File: src/hdl/asp_pkg.sv
// constants for the byte-wide static memory controller
// assumes a 200 MHz clock and an asynchronous 32k x 8 memory on the pins
package asp_pkg;
  localparam int ADDR_W = 15;
  localparam int DATA_W = 8;
  localparam int CLK_PS = 5000;
  // times in picoseconds as printed
  localparam int WR_PULSE_PS = 7000;
  localparam int WR_DATA_SETUP_PS = 6500;
  localparam int WR_CYCLE_PS = 10000;
  localparam int RD_ACCESS_PS = 10000;
  localparam int RD_GATE_PS = 5000;
  localparam int GATE_OFF_PS = 5000;
  // least times round up
  localparam int WR_PULSE_CYC = (WR_PULSE_PS + CLK_PS - 1) / CLK_PS;
  localparam int WR_CYC_CYC = (WR_CYCLE_PS + CLK_PS - 1) / CLK_PS;
  // read data sampled strictly after the access time
  localparam int RD_CYC = RD_ACCESS_PS / CLK_PS + 1;
  localparam int GATE_OFF_CYC = (GATE_OFF_PS + CLK_PS - 1) / CLK_PS;
  localparam int CNT_W = 4;
  localparam logic [CNT_W-1:0] CNT_ZERO = 4'h0;
  typedef enum logic [4:0] {
    ST_IDLE = 5'h01,
    ST_RD = 5'h02,
    ST_WSET = 5'h04,
    ST_WPUL = 5'h08,
    ST_GAP = 5'h10
  } asp_state_type;
endpackage : asp_pkg

File: src/hdl/asp_ctrl.sv
// host-side controller for a 32k x 8 asynchronous static memory
// assumes synchronous request inputs and testbench resolving the data wire
`timescale 1ns/10ps
module asp_ctrl (
  input wire logic i_clk,
  input wire logic i_nrst,
  input wire logic i_req,
  input wire logic i_we,
  input wire logic [14:0] i_addr,
  input wire logic [7:0] i_wdata,
  input wire logic [7:0] i_data_in,
  output logic o_busy,
  output logic o_rvalid,
  output logic [7:0] o_rdata,
  output logic [14:0] o_word_address_lines,
  output logic [7:0] o_data_out,
  output logic o_data_oe,
  output logic o_cs_n,
  output logic o_wr_n,
  output logic o_gate_n
);
  typedef struct packed {
    asp_pkg::asp_state_type st;
    logic [3:0] cnt;
    logic busy;
    logic rvalid;
    logic [7:0] rdata;
    logic [14:0] addr;
    logic [7:0] dout;
    logic oe;
    logic cs_n;
    logic wr_n;
    logic gate_n;
  } asp_regs_type;

  asp_regs_type s_r;
  asp_regs_type s_nxt;

  function automatic logic [3:0] asp_cyc(input int n);
    asp_cyc = 4'(n - 1);
  endfunction : asp_cyc

  function automatic logic asp_done(input logic [3:0] c);
    asp_done = (c == asp_pkg::CNT_ZERO);
  endfunction : asp_done

  always_comb begin
    s_nxt = s_r;
    s_nxt.rvalid = 1'b0;
    case (s_r.st)
      asp_pkg::ST_IDLE: begin
        s_nxt.cs_n = 1'b1;
        s_nxt.gate_n = 1'b1;
        s_nxt.wr_n = 1'b1;
        s_nxt.oe = 1'b0;
        s_nxt.busy = 1'b0;
        if (i_req) begin
          s_nxt.busy = 1'b1;
          s_nxt.addr = i_addr;
          s_nxt.cs_n = 1'b0;
          if (i_we) begin
            s_nxt.dout = i_wdata;
            s_nxt.oe = 1'b1;
            s_nxt.st = asp_pkg::ST_WSET;
          end else begin
            s_nxt.gate_n = 1'b0;
            s_nxt.cnt = asp_cyc(asp_pkg::RD_CYC);
            s_nxt.st = asp_pkg::ST_RD;
          end
        end
      end
      asp_pkg::ST_RD: begin
        if (asp_done(s_r.cnt)) begin
          s_nxt.rdata = i_data_in;
          s_nxt.rvalid = 1'b1;
          s_nxt.cs_n = 1'b1;
          s_nxt.gate_n = 1'b1;
          s_nxt.cnt = asp_cyc(asp_pkg::GATE_OFF_CYC);
          s_nxt.st = asp_pkg::ST_GAP;
        end else begin
          s_nxt.cnt = s_r.cnt - 4'h1;
        end
      end
      asp_pkg::ST_WSET: begin
        s_nxt.wr_n = 1'b0;
        s_nxt.cnt = asp_cyc(asp_pkg::WR_PULSE_CYC);
        s_nxt.st = asp_pkg::ST_WPUL;
      end
      asp_pkg::ST_WPUL: begin
        if (asp_done(s_r.cnt)) begin
          s_nxt.wr_n = 1'b1;
          s_nxt.cnt = asp_cyc(asp_pkg::WR_CYC_CYC);
          s_nxt.st = asp_pkg::ST_GAP;
        end else begin
          s_nxt.cnt = s_r.cnt - 4'h1;
        end
      end
      asp_pkg::ST_GAP: begin
        s_nxt.cs_n = 1'b1;
        s_nxt.oe = 1'b0;
        if (asp_done(s_r.cnt)) begin
          s_nxt.busy = 1'b0;
          s_nxt.st = asp_pkg::ST_IDLE;
        end else begin
          s_nxt.cnt = s_r.cnt - 4'h1;
        end
      end
      default: begin
        s_nxt.st = asp_pkg::ST_IDLE;
      end
    endcase
  end

  always_ff @(posedge i_clk) begin
    if (!i_nrst) begin
      s_r <= '{st: asp_pkg::ST_IDLE, cnt: 4'h0, busy: 1'b0, rvalid: 1'b0,
               rdata: 8'h00, addr: 15'h0000, dout: 8'h00, oe: 1'b0,
               cs_n: 1'b1, wr_n: 1'b1, gate_n: 1'b1};
    end else begin
      s_r <= s_nxt;
    end
  end

  assign o_busy = s_r.busy;
  assign o_rvalid = s_r.rvalid;
  assign o_rdata = s_r.rdata;
  assign o_word_address_lines = s_r.addr;
  assign o_data_out = s_r.dout;
  assign o_data_oe = s_r.oe;
  assign o_cs_n = s_r.cs_n;
  assign o_wr_n = s_r.wr_n;
  assign o_gate_n = s_r.gate_n;

  no_fight_a: assert property (@(posedge i_clk) disable iff (!i_nrst)
    !(o_data_oe && !o_gate_n))
    else $error("data driven while gate low");
  rd_wr_high_a: assert property (@(posedge i_clk) disable iff (!i_nrst)
    !o_gate_n |-> o_wr_n)
    else $error("write strobe low during read");
  wr_pulse_len_a: assert property (@(posedge i_clk) disable iff (!i_nrst)
    $fell(o_wr_n) |-> !o_wr_n [*2])
    else $error("write pulse too short");
  wr_data_hold_a: assert property (@(posedge i_clk) disable iff (!i_nrst)
    $rose(o_wr_n) |-> o_data_oe && $stable(o_data_out))
    else $error("data hold lost");
  wr_addr_hold_a: assert property (@(posedge i_clk) disable iff (!i_nrst)
    !o_wr_n |-> $stable(o_word_address_lines) && !o_cs_n)
    else $error("address moved");
  wr_setup_a: assert property (@(posedge i_clk) disable iff (!i_nrst)
    $fell(o_wr_n) |-> $past(o_data_oe) && !$past(o_cs_n))
    else $error("write setup missing");
  rd_access_a: assert property (@(posedge i_clk) disable iff (!i_nrst)
    $fell(o_gate_n) |-> !o_gate_n [*3] ##1 o_rvalid)
    else $error("read timing wrong");
  wr_gap_a: assert property (@(posedge i_clk) disable iff (!i_nrst)
    $rose(o_wr_n) |-> o_busy [*2])
    else $error("write cycle gap short");
  idle_desel_a: assert property (@(posedge i_clk) disable iff (!i_nrst)
    !o_busy && !$past(o_busy) |-> o_cs_n && !o_data_oe)
    else $error("not deselected");

  rd_sel_len_a: assert property (@(posedge i_clk) disable iff (!i_nrst)
    $fell(o_gate_n) |-> !o_cs_n [*3])
    else $error("read select too short");
  rd_addr_hold_a: assert property (@(posedge i_clk) disable iff (!i_nrst)
    !o_cs_n && !$past(o_cs_n) |-> $stable(o_word_address_lines))
    else $error("address moved while selected");
  cs_with_req_a: assert property (@(posedge i_clk) disable iff (!i_nrst)
    $fell(o_cs_n) |-> $rose(o_busy))
    else $error("select fell outside a take");
  addr_launch_a: assert property (@(posedge i_clk) disable iff (!i_nrst)
    $fell(o_cs_n) |-> o_word_address_lines == $past(i_addr))
    else $error("address not launched with select");
  wr_data_launch_a: assert property (@(posedge i_clk) disable iff (!i_nrst)
    $rose(o_data_oe) |-> o_data_out == $past(i_wdata))
    else $error("write data not launched with drive");
  rvalid_end_a: assert property (@(posedge i_clk) disable iff (!i_nrst)
    o_rvalid |-> $rose(o_gate_n) && $rose(o_cs_n))
    else $error("read not closed at data strobe");
  rvalid_pulse_a: assert property (@(posedge i_clk) disable iff (!i_nrst)
    o_rvalid |=> !o_rvalid && !o_busy)
    else $error("read valid pulse too long");
  rdata_hold_a: assert property (@(posedge i_clk) disable iff (!i_nrst)
    !o_rvalid |-> $stable(o_rdata))
    else $error("read data moved");
  rd_capture_a: assert property (@(posedge i_clk) disable iff (!i_nrst)
    o_rvalid |-> o_rdata == $past(i_data_in))
    else $error("read data not captured");
  gate_off_gap_a: assert property (@(posedge i_clk) disable iff (!i_nrst)
    $rose(o_gate_n) |-> !o_data_oe [*2])
    else $error("drive too soon after gate off");
  wr_sel_end_a: assert property (@(posedge i_clk) disable iff (!i_nrst)
    $rose(o_wr_n) |-> !o_cs_n)
    else $error("strobe does not end the write");
  wr_sel_setup_a: assert property (@(posedge i_clk) disable iff (!i_nrst)
    $rose(o_wr_n) |-> !$past(o_cs_n, 3))
    else $error("select too short before write end");
  wr_addr_setup_a: assert property (@(posedge i_clk) disable iff (!i_nrst)
    $rose(o_wr_n) |-> o_word_address_lines == $past(o_word_address_lines, 3))
    else $error("address setup to write end short");
  wr_data_setup_a: assert property (@(posedge i_clk) disable iff (!i_nrst)
    $rose(o_wr_n) |-> o_data_out == $past(o_data_out, 3) && $past(o_data_oe, 3))
    else $error("data setup to write end short");
  wr_oe_release_a: assert property (@(posedge i_clk) disable iff (!i_nrst)
    $fell(o_data_oe) |-> o_wr_n && $past(o_wr_n))
    else $error("data released before write end");
  wr_pulse_end_a: assert property (@(posedge i_clk) disable iff (!i_nrst)
    $fell(o_wr_n) |-> ##2 o_wr_n)
    else $error("write pulse not ended");
  idle_strobes_a: assert property (@(posedge i_clk) disable iff (!i_nrst)
    !o_busy |-> o_wr_n && o_gate_n)
    else $error("strobe low while idle");
  rd_wr_strobe_a: assert property (@(posedge i_clk) disable iff (!i_nrst)
    !o_cs_n && !o_data_oe |-> o_wr_n)
    else $error("write strobe low in read cycle");
  wr_oe_window_a: assert property (@(posedge i_clk) disable iff (!i_nrst)
    o_data_oe |-> !o_cs_n)
    else $error("data driven while deselected");
  wr_strobe_data_a: assert property (@(posedge i_clk) disable iff (!i_nrst)
    !o_wr_n |-> o_data_oe)
    else $error("strobe low without data");
  busy_len_a: assert property (@(posedge i_clk) disable iff (!i_nrst)
    $rose(o_busy) |-> o_busy [*4])
    else $error("cycle ended too soon");
  cs_high_gap_a: assert property (@(posedge i_clk) disable iff (!i_nrst)
    $rose(o_cs_n) |-> o_cs_n [*2])
    else $error("select gap too short");
endmodule : asp_ctrl

File: config.mk
export PLATFORM = sky130hd
export DESIGN_NAME = asp_ctrl
export DESIGN_NICKNAME = d
export VERILOG_FILES = /design/src/hdl/asp_pkg.sv /design/src/hdl/asp_ctrl.sv
export SDC_FILE = /design/constraint.sdc
export NUM_CORES = 1
export LEC_CHECK = 0
export ABC_AREA = 1
export BUFFER_PORTS_ARGS = -buffer_cell sky130_fd_sc_hd__buf_2
export CORE_MARGIN = 2
export CORE_UTILIZATION = 50
export CTS_BUF_LIST = sky130_fd_sc_hd__clkbuf_16
export CTS_CLUSTER_DIAMETER = 150
export CTS_CLUSTER_SIZE = 20
export DETAILED_ROUTE_END_ITERATION = 7
export PLACE_DENSITY = 0.79
export SLEW_MARGIN = 10
export SYNTH_ARGS = -nofsm -noshare
export SYNTH_HDL_FRONTEND = slang
export SYNTH_SLANG_ARGS = --single-unit
File: constraint.sdc
create_clock -name i_clk -period 1.6 [get_ports i_clk]
set_input_delay 0.16 -clock i_clk [delete_from_list [all_inputs] [get_ports i_clk]]
set_output_delay 0.16 -clock i_clk [all_outputs]
set_load 0.005 [all_outputs]
==> qor.tcl <==
set qor(max_clock_skew_ps) 3.91
set qor(ys_seq_elements) 46
set qor(finalNetCount) 377
set qor(postSynthNetCount) 332
set qor(io-pin-count) 72
set qor(run_status) {finished clean}
set qor(path_buf_inv) 1
set qor(dpl_hpwl_um) 3170
set qor(layout.core_utilization_pct) 61.0
set qor(power_density_nw_per_um2) 1100
set qor(vias_per_cell) 4.96
set qor(cpLargestDelayFamily) {simple AND/OR/NAND/NOR gates}
set qor(power.static_leakage_nw) 1.29
set qor(postSynthAreaPerCell_um2) 7.31
set qor(core.rowCount) 23
set qor(cts-buffers-inserted) 5
set qor(worst-endpoint-required_ps) 1820
set qor(cts_tree) {built}
set qor(grt_start_max_net_pins) 29
set qor(clock_tree.root_cell) {sky130_fd_sc_hd__clkbuf_16}
set qor(start_point_of_the_worst_min_delay_path) {i_addr[5]}
set qor(area_delta_synth_final_pct) 15.5
set qor(number_of_global_route_vias_before_repair) 1754
set qor(maxSlewHeadroom_pct) 79.2
set qor(cp_cell_sequence) {inv_1 -> nor2_1 -> o21ai_1 -> nand3_2 -> nand2_2 -> nor2_1 -> nor2_1 -> nor2_1}
set qor(cts.hold.buffers_added) 0
set qor(fmax_ghz) 0.690
set qor(clk_transition_reported_paths_ps) 60
set qor(area_of_the_core_um2) 4090
set qor(grt_setup_unrepaired) {false}
set qor(postRouteAntennaNets) 0
set qor(floorplan.initialDensity_pct) 52.8
set qor(syn_inst) 295
set qor(grt_remaining_overflow) 0
set qor(slowest_delay_ps) 400
set qor(drt_iter0_drc) 128
set qor(drt-wirelength-per-cell_um) 11.4
set qor(die_area_um2) 4860
set qor(crit_path_top_delay_cell) {sky130_fd_sc_hd__dfxtp_1}
set qor(worst_r2r_endpoint) {s_r[40]}
set qor(drive_gt1_share_pct) 29.7
set qor(chipWidth_um) 69.7
set qor(synth.largest_area_cell) {sky130_fd_sc_hd__dfxtp_1}
set qor(cts.sink_count) 46
set qor(yosys.cell_count.top_type) {sky130_fd_sc_hd__nor2_1}
set qor(yosys.area.top_type_share_pct) 42.7
set qor(reg2reg_slack_ps) 150
set qor(mappedNetlistArea_um2) 2160
set qor(post_synth_main_area_contributors) {sky130_fd_sc_hd__dfxtp_1 (43%), sky130_fd_sc_hd__nor2_1 (12%), sky130_fd_sc_hd__buf_4 (11%), sky130_fd_sc_hd__nand2_1 (7.5%), sky130_fd_sc_hd__o21ai_0 (5.8%)}
set qor(final_count_of_negative_setup_slack_endpoints) 0
set qor(critical_path_arrival_ps) 1670
set qor(cts-htree-levels) 2
set qor(tightest_slew_ps) 311
set qor(diodes) 0
set qor(drc) 0
set qor(max-clock-path-buffers) 2
set qor(timing.final.max_slew_violations) 0
set qor(holdPathStages) 3
set qor(holdPathEnd) {o_word_address_lines[5]}
set qor(yosys_warnings) 0
set qor(cell_depth_of_the_worst_flop_to_flop_path) 8
set qor(synthArstFlopShare_pct) 0
set qor(finalHoldViolCount) 0
set qor(grt_first_pass_wirelength_um) 7610
set qor(overall_routed_net_length_um) 4440
set qor(post_synth_num_cell_types) 24
set qor(critical_path_class) {reg2reg}
set qor(ys.flop_type) {sky130_fd_sc_hd__dfxtp_1}
set qor(crit_path_start_kind) {flip-flop}
set qor(fin_crit_ps) 1450
set qor(vdd_drop_max_v) 0.000662
set qor(die-height_um) 69.7
set qor(globalRouteTotalUtil_pct) 19.0
set qor(dr.pass1.iters) 4
set qor(numPortBuffers) 71
set qor(vias) 1933
set qor(post_synthesis_sequential_area_ratio_pct) 42.7
set qor(synth_enable_flop_cells) 0
set qor(grt_antenna_before_repair) 0
set qor(synth_common_cells) {sky130_fd_sc_hd__nor2_1 (68), sky130_fd_sc_hd__dfxtp_1 (46), sky130_fd_sc_hd__nand2_1 (43), sky130_fd_sc_hd__buf_4 (32), sky130_fd_sc_hd__o21ai_0 (25)}
set qor(crit_top_cell) {sky130_fd_sc_hd__nor2_1}
set qor(drv.max_cap_violation_count) 0
set qor(r2r_start) {s_r[44]}
set qor(clkLatencyLatePin_ps) 280
set qor(critical_path.max_fanout) 6
set qor(min_period_over_period_pct) 90.5
set qor(classification_of_the_worst_slack_hold_path) {in2reg}
set qor(end_kind) {flip-flop}
set qor(fin_setup_tns_ps) 0
set qor(gpl.final_weighted_congestion) 0.882
==> layout by cell type, fill, tap and decap left out <==
| cell type | instances |
|---|---|
| sky130_fd_sc_hd__buf_2 | 71 |
| sky130_fd_sc_hd__nor2_1 | 67 |
| sky130_fd_sc_hd__dfxtp_1 | 46 |
| sky130_fd_sc_hd__nand2_1 | 42 |
| sky130_fd_sc_hd__o21ai_0 | 25 |
| sky130_fd_sc_hd__nand3_1 | 22 |
| sky130_fd_sc_hd__inv_1 | 16 |
| sky130_fd_sc_hd__a21oi_1 | 13 |
| sky130_fd_sc_hd__clkbuf_16 | 5 |
| sky130_fd_sc_hd__buf_4 | 5 |
| sky130_fd_sc_hd__inv_2 | 4 |
| sky130_fd_sc_hd__nand3_2 | 4 |
| sky130_fd_sc_hd__nor2_2 | 3 |
| sky130_fd_sc_hd__nand2_2 | 3 |
| sky130_fd_sc_hd__nor2_4 | 2 |
| sky130_fd_sc_hd__nand4_1 | 2 |
| sky130_fd_sc_hd__ha_1 | 2 |
| sky130_fd_sc_hd__nand3_4 | 1 |
| sky130_fd_sc_hd__clkinv_1 | 1 |
| sky130_fd_sc_hd__o21ai_1 | 1 |
| sky130_fd_sc_hd__a21oi_2 | 1 |
| sky130_fd_sc_hd__a31oi_1 | 1 |
| sky130_fd_sc_hd__xor2_1 | 1 |
| sky130_fd_sc_hd__clkinvlp_4 | 1 |
| sky130_fd_sc_hd__buf_6 | 1 |
==> cell type report <==
cell class              instances  area (um^2)
clock buffers                   5          125
clock inverters                 2         11.3
fillers                       379         1590
inverters                      20         75.1
multi-input cells             190          893
flip-flops and latches         46          921
well taps                      50         62.6
repair buffers                 77          404
==> power breakdown <==
part / total (mW) / switching [mW] / leakage (nW) / internal, mW
clock: 0.973 / 0.409 / 0.0671 / 0.564
combinational: 0.485 / 0.283 / 0.848 / 0.202
sequential: 1.28 / 0.0419 / 0.377 / 1.24
==> cells by family (layout without fill, tap and decap cells) <==
family          after synthesis  count (layout)  synth area share (%)
compound gates               41              41                  9.74
xor+xnor                      1               1                 0.406
fa+ha+maj                     2               2                  1.16
buf+inv                      59             104                  16.6
flops                        46              46                  42.7
simple gates                146             146                  29.4
==> metrics by stage <==
step	area, um^2	std cells	power, mW	setup WS (ps)	hold WS, ps
final	2490	390	2.74	152	96.9
after global routing	2490	390	2.89	6.25	112
after CTS	2470	389	2.74	101	98.2
after detailed placement	2330	382	1.78	117	387
after global placement	2330	382	1.76	178	380
after floorplan	2160	295	1.68	291	295
==> worst register-to-register path, cell delays in order, from the launching register on <==
cell and delay (ps):
sky130_fd_sc_hd__dfxtp_1 400, sky130_fd_sc_hd__inv_1 60, sky130_fd_sc_hd__nor2_1 250, sky130_fd_sc_hd__o21ai_1 200
sky130_fd_sc_hd__nand3_2 140, sky130_fd_sc_hd__nand2_2 110, sky130_fd_sc_hd__nor2_1 110, sky130_fd_sc_hd__nor2_1 50
sky130_fd_sc_hd__nor2_1 70
==> flip-flops by register name, indices dropped and copies added, names as in the netlist <==
name	count
o_cs_n	1
o_wr_n	1
o_data_oe	1
o_word_address_lines	15
o_data_out	8
s_r	9
o_rvalid	1
o_gate_n	1
o_rdata	8
o_busy	1
==> metal layers <==
layer / GRT usage, % / up-vias / wire, um
met3: 4.65 / 7 / 300
met1: 23.7 / 860 / 1930
met4: 7.05 / 0 / 70
li1: - / 997 / -
met2: 31.8 / 69 / 2130
met5: 0 / - / 0
==> repair_timing <==
item	in CTS	in global routing
gates resized for setup	0	5
hold endpoints to repair	0	0
buffers inserted	0	1
endpoints found under the setup margin	0	10
==> worst max-delay path by stage <==
stage / start / endpoint / slack, ps / cells past startpoint
5_1_grt: s_r[41] / o_data_out[4] / 6 / 7
2_1_floorplan: s_r[37] / o_gate_n / 290 / 7
4_1_cts: s_r[41] / o_data_out[5] / 100 / 7
6_report: s_r[44] / s_r[40] / 150 / 8
3_3_place_gp: s_r[41] / o_data_out[4] / 180 / 7
3_5_place_dp: s_r[41] / o_data_out[4] / 120 / 7
(Power assumes the default switching activity.)
